`src/dbg_consts.vh`:
```
/*
 Constants for the breakpoint and trace debug block.
 Assumes a 100 MHz system clock; included by the debug block only.
*/
`ifndef DBG_CONSTS_VH
`define DBG_CONSTS_VH
`define REG_ADDR_CMP     4'h0
`define REG_ADDR_MASK    4'h1
`define REG_DATA_CMP     4'h2
`define REG_DATA_MASK    4'h3
`define REG_PC_CMP0      4'h4
`define REG_PC_CMP1      4'h5
`define REG_PC_CMP2      4'h6
`define REG_PC_CMP3      4'h7
`define REG_PC_MASK      4'h8
`define REG_TRIG_CTRL    4'h9
`define REG_COUNT        4'ha
`define TRIG_CTRL_RESET  32'h0000_0000
`define TC_EN_ADDR       0
`define TC_EN_DATA       1
`define TC_EN_PC         2
`define TC_TWO_LEVEL     3
`define TC_L2_EN_ADDR    4
`define TC_L2_EN_DATA    5
`define TC_L2_EN_PC      6
`define TC_ACT_IRQ       7
`define SER_FRAME_BITS   6'd40
`define SER_CMD_WRITE    1'b1
`define PST_HALTED       4'hf
`define PST_RUN          4'h0
`define PST_BRANCH       4'h5
`define PST_DEBUG_IRQ    4'hc
`define FIFO_DEPTH       16
`define FIFO_AW          4
`endif

```
`src/dbg_fifo.v`:
```
/*
 Synchronous FIFO, flip-flop storage, valid/ready on both sides.
 Assumes one clock and a synchronous-released active-low reset.
*/
`timescale 1ns/100ps
module dbg_fifo #(
    parameter WIDTH = 32,
    parameter DEPTH = 16,
    parameter AW    = 4
) (
    input  wire             clk_sys,
    input  wire             rst_n,
    input  wire [WIDTH-1:0] in_data,
    input  wire             in_valid,
    output wire             in_ready,
    output wire [WIDTH-1:0] out_data,
    output wire             out_valid,
    input  wire             out_ready
);
    reg [WIDTH-1:0] mem [0:DEPTH-1];
    reg [AW-1:0]    wr_ptr;
    reg [AW-1:0]    rd_ptr;
    reg [AW:0]      count;
    wire            push;
    wire            pop;
    assign in_ready  = (count != DEPTH[AW:0]);
    assign out_valid = (count != {(AW+1){1'b0}});
    assign out_data  = mem[rd_ptr];
    assign push      = in_valid & in_ready;
    assign pop       = out_valid & out_ready;
    always @(posedge clk_sys) begin
        if (push) begin
            mem[wr_ptr] <= in_data;
        end
    end
    always @(posedge clk_sys or negedge rst_n) begin
        if (!rst_n) begin
            wr_ptr <= {AW{1'b0}};
            rd_ptr <= {AW{1'b0}};
            count  <= {(AW+1){1'b0}};
        end else begin
            if (push) begin
                wr_ptr <= wr_ptr + 1'b1;
            end
            if (pop) begin
                rd_ptr <= rd_ptr + 1'b1;
            end
            if (push && !pop) begin
                count <= count + 1'b1;
            end else if (pop && !push) begin
                count <= count - 1'b1;
            end
        end
    end
endmodule

```
`src/breakpoint_trace_debug.v`:
```
/*
 Breakpoint comparators, trigger sequencer, serial register channel and
 real-time trace port. Assumes the core presents address, data and PC
 with a valid strobe each cycle, and the debugger clocks the serial link.
*/
// Operation
// - Nine 32-bit breakpoint registers
// - Registers reachable serially and by supervisor core
// - Address, data, PC match; one or two levels
// - Trigger halts core or raises debug interrupt
// - Critical interrupts still serviced during debug interrupt
// - Drive status, trace data, trace clock
// - All-status output is AND of status
// - Status reads 1111 while halted
// - Serial channel and all-status always present
`timescale 1ns/100ps
`include "dbg_consts.vh"
module breakpoint_trace_debug (
    input  wire        clk_sys,
    input  wire        rst_n,
    input  wire        debug_serial_clock,
    input  wire        debug_serial_in,
    output reg         debug_serial_out,
    input  wire        sup_wr,
    input  wire        sup_rd,
    input  wire        sup_supervisor,
    input  wire [3:0]  sup_index,
    input  wire [31:0] sup_wdata,
    output reg  [31:0] sup_rdata,
    input  wire        cpu_valid,
    input  wire [31:0] cpu_addr,
    input  wire [31:0] cpu_data,
    input  wire [31:0] cpu_pc,
    input  wire        cpu_branch,
    input  wire        cpu_resume,
    input  wire        critical_irq,
    output reg         halt_req,
    output reg         debug_irq,
    output reg         critical_irq_allow,
    output reg  [3:0]  processor_status_bus,
    output reg  [3:0]  trace_data_bus,
    output reg         trace_clock_out,
    output reg         all_status_high,
    output reg         fifo_overflow
);
    reg [1:0]  rst_sync;
    wire       rst_i;
    reg [31:0] bp_reg [0:8];
    reg [31:0] trig_ctrl;
    reg        level1_armed;
    reg        halted;
    reg        in_debug_irq;
    reg [2:0]  sclk_sync;
    reg [1:0]  sdi_sync;
    reg [39:0] ser_shift;
    reg [5:0]  ser_count;
    reg        ser_wr;
    reg [3:0]  ser_index;
    reg [31:0] ser_wdata;
    reg [31:0] fifo_in;
    reg        fifo_in_valid;
    wire       fifo_in_ready;
    wire [31:0] fifo_out;
    wire       fifo_out_valid;
    reg        fifo_out_ready;
    reg [31:0] trace_word;
    reg [2:0]  nib_count;
    reg        trace_busy;
    wire       sclk_rise;
    wire       addr_hit;
    wire       data_hit;
    wire       pc_hit;
    wire       l1_fire;
    wire       l2_fire;
    wire       fire;
    integer    i;

    function match;
        input [31:0] value;
        input [31:0] cmp;
        input [31:0] mask;
        begin
            match = ((value ^ cmp) & ~mask) == 32'h0000_0000;
        end
    endfunction

    function [31:0] reg_read;
        input [3:0] idx;
        begin
            if (idx <= `REG_PC_MASK) begin
                reg_read = bp_reg[idx];
            end else if (idx == `REG_TRIG_CTRL) begin
                reg_read = trig_ctrl;
            end else if (idx == `REG_COUNT) begin
                reg_read = {28'h0000_000, 2'b00, halted, level1_armed};
            end else begin
                reg_read = 32'h0000_0000;
            end
        end
    endfunction

    function level_hit;
        input       en_a;
        input       en_d;
        input       en_p;
        input       ha;
        input       hd;
        input       hp;
        begin
            level_hit = (en_a | en_d | en_p) & (~en_a | ha) & (~en_d | hd) & (~en_p | hp);
        end
    endfunction

    always @(posedge clk_sys or negedge rst_n) begin
        if (!rst_n) begin
            rst_sync <= 2'b00;
        end else begin
            rst_sync <= {rst_sync[0], 1'b1};
        end
    end
    assign rst_i = rst_sync[1];

    // Link pins cross into clk_sys; the serial clock is oversampled for edges
    always @(posedge clk_sys or negedge rst_i) begin
        if (!rst_i) begin
            sclk_sync <= 3'b000;
            sdi_sync  <= 2'b00;
        end else begin
            sclk_sync <= {sclk_sync[1:0], debug_serial_clock};
            sdi_sync  <= {sdi_sync[0], debug_serial_in};
        end
    end
    assign sclk_rise = sclk_sync[1] & ~sclk_sync[2];

    assign addr_hit = match(cpu_addr, bp_reg[`REG_ADDR_CMP], bp_reg[`REG_ADDR_MASK]);
    assign data_hit = match(cpu_data, bp_reg[`REG_DATA_CMP], bp_reg[`REG_DATA_MASK]);
    assign pc_hit   = match(cpu_pc, bp_reg[`REG_PC_CMP0], bp_reg[`REG_PC_MASK])
                    | match(cpu_pc, bp_reg[`REG_PC_CMP1], bp_reg[`REG_PC_MASK])
                    | match(cpu_pc, bp_reg[`REG_PC_CMP2], bp_reg[`REG_PC_MASK])
                    | match(cpu_pc, bp_reg[`REG_PC_CMP3], bp_reg[`REG_PC_MASK]);
    assign l1_fire  = cpu_valid & level_hit(trig_ctrl[`TC_EN_ADDR], trig_ctrl[`TC_EN_DATA],
                      trig_ctrl[`TC_EN_PC], addr_hit, data_hit, pc_hit);
    assign l2_fire  = cpu_valid & level1_armed & level_hit(trig_ctrl[`TC_L2_EN_ADDR],
                      trig_ctrl[`TC_L2_EN_DATA], trig_ctrl[`TC_L2_EN_PC],
                      addr_hit, data_hit, pc_hit);
    assign fire     = trig_ctrl[`TC_TWO_LEVEL] ? l2_fire : l1_fire;

    // Serial frame: one write flag, four index bits, three unused bits, 32 data bits, MSB first
    always @(posedge clk_sys or negedge rst_i) begin
        if (!rst_i) begin
            ser_shift        <= 40'h00_0000_0000;
            ser_count        <= 6'd0;
            ser_wr           <= 1'b0;
            ser_index        <= 4'h0;
            ser_wdata        <= 32'h0000_0000;
            debug_serial_out <= 1'b0;
        end else begin
            ser_wr <= 1'b0;
            if (sclk_rise) begin
                if (ser_count == `SER_FRAME_BITS - 6'd1) begin
                    ser_count <= 6'd0;
                    if (ser_shift[38] == `SER_CMD_WRITE) begin
                        ser_wr <= 1'b1;
                    end
                    ser_index <= ser_shift[37:34];
                    ser_wdata <= {ser_shift[30:0], sdi_sync[1]};
                    ser_shift <= {reg_read(ser_shift[37:34]), 8'h00};
                end else begin
                    ser_count <= ser_count + 6'd1;
                    ser_shift <= {ser_shift[38:0], sdi_sync[1]};
                end
                debug_serial_out <= ser_shift[39];
            end
        end
    end

    // Register file; serial write wins over a same-cycle core write
    always @(posedge clk_sys or negedge rst_i) begin
        if (!rst_i) begin
            for (i = 0; i < 9; i = i + 1) begin
                bp_reg[i] <= 32'h0000_0000;
            end
            trig_ctrl <= `TRIG_CTRL_RESET;
        end else if (ser_wr) begin
            if (ser_index <= `REG_PC_MASK) begin
                bp_reg[ser_index] <= ser_wdata;
            end else if (ser_index == `REG_TRIG_CTRL) begin
                trig_ctrl <= ser_wdata;
            end
        end else if (sup_wr && sup_supervisor) begin
            if (sup_index <= `REG_PC_MASK) begin
                bp_reg[sup_index] <= sup_wdata;
            end else if (sup_index == `REG_TRIG_CTRL) begin
                trig_ctrl <= sup_wdata;
            end
        end
    end

    // Trigger sequencer and actions
    always @(posedge clk_sys or negedge rst_i) begin
        if (!rst_i) begin
            sup_rdata          <= 32'h0000_0000;
            level1_armed       <= 1'b0;
            halted             <= 1'b0;
            in_debug_irq       <= 1'b0;
            halt_req           <= 1'b0;
            debug_irq          <= 1'b0;
            critical_irq_allow <= 1'b0;
        end else begin
            // Read on the clock: a function's inner reads never wake a comb process
            if (sup_rd && sup_supervisor) begin
                sup_rdata <= reg_read(sup_index);
            end else begin
                sup_rdata <= 32'h0000_0000;
            end
            debug_irq <= 1'b0;
            if (trig_ctrl[`TC_TWO_LEVEL] && l1_fire && !level1_armed) begin
                level1_armed <= 1'b1;
            end else if (fire || !trig_ctrl[`TC_TWO_LEVEL]) begin
                level1_armed <= 1'b0;
            end
            if (fire && !halted && !in_debug_irq) begin
                if (trig_ctrl[`TC_ACT_IRQ]) begin
                    debug_irq    <= 1'b1;
                    in_debug_irq <= 1'b1;
                end else begin
                    halted <= 1'b1;
                end
            end else if (cpu_resume) begin
                halted       <= 1'b0;
                in_debug_irq <= 1'b0;
            end
            halt_req           <= halted;
            critical_irq_allow <= in_debug_irq & critical_irq;
        end
    end

    // Trace: branch targets queue in the FIFO and leave a nibble per cycle
    always @* begin
        fifo_in       = cpu_pc;
        fifo_in_valid = cpu_valid & cpu_branch;
        fifo_out_ready = ~trace_busy;
    end

    dbg_fifo #(
        .WIDTH (32),
        .DEPTH (`FIFO_DEPTH),
        .AW    (`FIFO_AW)
    ) u_fifo (
        .clk_sys   (clk_sys),
        .rst_n     (rst_i),
        .in_data   (fifo_in),
        .in_valid  (fifo_in_valid),
        .in_ready  (fifo_in_ready),
        .out_data  (fifo_out),
        .out_valid (fifo_out_valid),
        .out_ready (fifo_out_ready)
    );

    always @(posedge clk_sys or negedge rst_i) begin
        if (!rst_i) begin
            trace_word           <= 32'h0000_0000;
            nib_count            <= 3'd0;
            trace_busy           <= 1'b0;
            processor_status_bus <= `PST_HALTED;
            trace_data_bus       <= 4'h0;
            trace_clock_out      <= 1'b0;
            all_status_high      <= 1'b1;
            fifo_overflow        <= 1'b0;
        end else begin
            trace_clock_out <= ~trace_clock_out;
            if (fifo_in_valid && !fifo_in_ready) begin
                fifo_overflow <= 1'b1;
            end else if (sup_wr && sup_supervisor && sup_index == `REG_COUNT) begin
                fifo_overflow <= 1'b0;
            end
            if (trace_busy) begin
                trace_data_bus <= trace_word[3:0];
                trace_word     <= {4'h0, trace_word[31:4]};
                nib_count      <= nib_count + 3'd1;
                if (nib_count == 3'd7) begin
                    trace_busy <= 1'b0;
                end
            end else if (fifo_out_valid) begin
                trace_word <= fifo_out;
                trace_busy <= 1'b1;
                nib_count  <= 3'd0;
            end
            if (halted) begin
                processor_status_bus <= `PST_HALTED;
                all_status_high      <= 1'b1;
            end else if (in_debug_irq) begin
                processor_status_bus <= `PST_DEBUG_IRQ;
                all_status_high      <= 1'b0;
            end else if (fifo_out_valid && !trace_busy) begin
                processor_status_bus <= `PST_BRANCH;
                all_status_high      <= 1'b0;
            end else begin
                processor_status_bus <= `PST_RUN;
                all_status_high      <= 1'b0;
            end
        end
    end
endmodule

```
`config.mk`:
```
export PLATFORM = sky130hd
export DESIGN_NAME = breakpoint_trace_debug
export DESIGN_NICKNAME = d
export VERILOG_FILES = /design/src/dbg_fifo.v /design/src/breakpoint_trace_debug.v
export VERILOG_INCLUDE_DIRS = /design/src
export SDC_FILE = /design/constraint.sdc
export NUM_CORES = 2
export LEC_CHECK = 0
export BUFFER_PORTS_ARGS = -buffer_cell sky130_fd_sc_hd__clkbuf_2
export CELL_PAD_IN_SITES_DETAIL_PLACEMENT = 0
export CELL_PAD_IN_SITES_GLOBAL_PLACEMENT = 1
export CORE_MARGIN = 3
export CORE_UTILIZATION = 54
export CTS_BUF_LIST = sky130_fd_sc_hd__clkbuf_2
export DETAILED_ROUTE_END_ITERATION = 16
export HOLD_SLACK_MARGIN = 0.12
export PLACE_DENSITY_LB_ADDON = 0.1
export SETUP_SLACK_MARGIN = 0.5
export SLEW_MARGIN = 25
export SYNTH_ARGS = -nofsm -noshare
export SYNTH_HDL_FRONTEND = slang
export SYNTH_HIERARCHICAL = 1
export SYNTH_SLANG_ARGS = --single-unit
```
`constraint.sdc`:
```
create_clock -name clk_sys -period 17.74 [get_ports clk_sys]
set_clock_uncertainty 0.2 [all_clocks]
set_input_delay 0.887 -clock clk_sys [delete_from_list [all_inputs] [get_ports clk_sys]]
set_output_delay 0.887 -clock clk_sys [all_outputs]
set_load 0.02 [all_outputs]
```
==> flow_summary.json <==
{
  "grt_pass1_wl_mm": 247,
  "finalCriticalPeriod_ps": 4960,
  "regArea_sq_um": 28100,
  "peakVddDrop_mv": 0.107,
  "synthCells": 3665,
  "ys_types": 53,
  "yosysWarnings": 6,
  "core_area_sq_um": 89100,
  "ant_nets": 0,
  "finalPower_mw": 6.63,
  "multi_input_area_sq_um": 19400,
  "synth_area_leaders": "edfxtp_1 (31%), dfrtp_1 (26%), mux4_2 (8.6%)",
  "vias": 36300,
  "final_core_util_pct": 61.2,
  "startpoint_type": "flop",
  "grt_usage_pct": 36.0,
  "nFillCells": 7041,
  "vias_per_cell": 6.75,
  "hold_viol": 0,
  "antenna_found_initial": 3,
  "tightest_slew_ps": 1120,
  "final_common_cell": "clkbuf_2",
  "switching_power_mw": 2.37,
  "drive_gt1_share_pct": 23.2,
  "maxCapViolations": 0,
  "syn_area_sq_um": 48800,
  "endpoint_kind": "flop",
  "rows": 109,
  "io_pins": 190,
  "ys_seq_area_share_pct": 57.5,
  "finalWeightedCongestion": 0.961,
  "cts_max_path_buffers": 4,
  "die_y_um": 307,
  "arrival_ps": 6110,
  "crit_required_ps": 18890,
  "die_area_sq_um": 94000,
  "cts_buffers": 282,
  "htreeDepth": 5,
  "setup_viol": 0,
  "p_sw_share_pct": 35.7,
  "cts.sinks": 1020,
  "async_flop_share_pct": 49.8,
  "cts_resized": 0,
  "wl_per_cell_um": 31.3,
  "synth_ff_type": "edfxtp_1",
  "clkLatencyLatePin_ps": 1500,
  "pwr-share-clk_pct": 24.3,
  "hpwl_mm": 105,
  "dpl-instance-area_sq_um": 50500,
  "synth_seq_cells": 1020,
  "synth_top_area_share_pct": 31.5,
  "clock-root-buffer": "clkbuf_2",
  "finalNetCount": 4181,
  "drt-initial-drc-count": 4180,
  "yosys.area.top_type": "edfxtp_1",
  "status": "completed",
  "rsz0062_at_grt": "false",
  "cts_setup_buffers": 0,
  "fin_setup_tns_ps": 0,
  "hold-worst-slack_ps": 132,
  "design_area_sq_um": 54500,
  "grt_pass1_vias": 36700,
  "p_seq_share_pct": 46.7,
  "avgSynthCellArea_sq_um": 13.3,
  "largest_register_ffs": 512,
  "dr.pass1.iters": 8,
  "drt-total-wl_mm": 168,
  "grt_max_degree": 152,
  "drv_slew": 0,
  "cts-hold-fix-buffers": 163,
  "cts_tree": "built",
  "fp.dieW_um": 307,
  "clk_pin_slew_ps": 100,
  "start_util_pct": 54.8,
  "drc": 0,
  "grt_overflow": 0,
  "min_period_over_period_pct": 28.0,
  "worstSetupPathType": "flop to flop",
  "portBuffers": 189,
  "slew_headroom_pct": 25.4,
  "layout_common_cells": "clkbuf_2 (597), edfxtp_1 (512), dfrtp_1 (496)",
  "p_int_mw": 4.27,
  "p_comb_share_pct": 29.0,
  "holdCritPathClass": "flop to asynchronous set/reset pin",
  "area_growth_pct": 11.7,
  "synth-edff-count": 512,
  "fmax_ghz": 0.202,
  "crit_fanout": 4,
  "synth_nets": 3821,
  "p_leak_nw": 20.7,
  "powerDensity_nw_per_um2": 122
}
-- path summary, 6_finish.rpt --
| path | from | end | slack, ps | depth (start not counted) |
|---|---|---|---|---|
| worst min register to register | rst_sync[1] | bp_reg[238] | 130 | 0 |
| max in group asynchronous | rst_sync[1] | u_fifo/rd_ptr[0] | 14170 | 3 |
| worst max register to register | bp_reg[275] | level1_armed | 12780 | 11 |
| min in group clk_sys | rst_sync[0] | rst_sync[1] | 140 | 0 |
| worst max-delay path | bp_reg[275] | level1_armed | 12780 | 11 |
| worst min-delay path | rst_sync[1] | bp_reg[238] | 130 | 0 |
-- area by class of cell --
class	instances	area share, %
inverters	14	0.0964
repair buffers	424	5.80
clock buffers	410	3.76
well taps	1165	2.67
multi-input cells	2283	35.5
clock inverters	65	0.510
diodes	5	0.0230
flip-flops and latches	1020	51.6
-- Yosys cell counts (42+ instances only) --
library cell  instances
nand2_1             216
o221ai_1            225
mux2_2               44
a221oi_1            122
dfrtp_1             504
mux4_2              186
nor2_1              226
mux2i_1             230
a21oi_1              72
xnor2_1             203
buf_1                49
nand2b_1             42
o22ai_1              98
o21a_1              224
edfxtp_1            512
clkbuf_1            217
buf_2                62
o21ai_0             130
-- per-layer routing --
layer / up-vias / part of all wire (%) / routed length [um] / global-route usage, %
met4: 0 / 5.7 / 9610 / 19.2
met2: 2091 / 47 / 78800 / 56.5
met1: 18600 / 38 / 64300 / 47.2
met5: - / 0 / 0 / 0
li1: 15200 / - / - / -
met3: 406 / 9.3 / 15600 / 8.21
-- critical path, cell delays in order (launching register included) --
cell           delay [ps]
dfrtp_1               430
xnor2_1               740
o22ai_1               160
nor4_1                280
dlygate4sd3_1         600
nand4_1               210
dlygate4sd3_1         710
nand2_1               110
o2111ai_1             100
dlygate4sd3_1         580
a21oi_1               160
dlygate4sd3_1         560
-- cells by family after synthesis --
logic type / share of synthesized area (%)
compound gates: 15.5
flops: 57.5
simple gates: 5.03
mux: 14.6
buf+inv: 3.24
xor+xnor: 3.70
fa+ha+maj: 0.349
other cells: 0.00768
-- power groups by stage --
stage	Sequential (mW)	Clock [mW]	Combinational, mW
floorplan	3.02	0	1.39
global placement	3.12	0	1.84
detailed placement	3.14	0	1.87
CTS	3.09	1.64	1.91
global route	3.13	1.77	2.06
finish	3.10	1.61	1.92
-- per-stage QoR --
| step | setup slack, ps | cells |
|---|---|---|
| floorplan | 2340 | 3665 |
| global placement | 13320 | 4742 |
| detailed placement | 13260 | 4742 |
| CTS | 13090 | 5380 |
| global route | 12720 | 5383 |
| finish | 12780 | 5386 |
(Power assumes the default switching activity.)
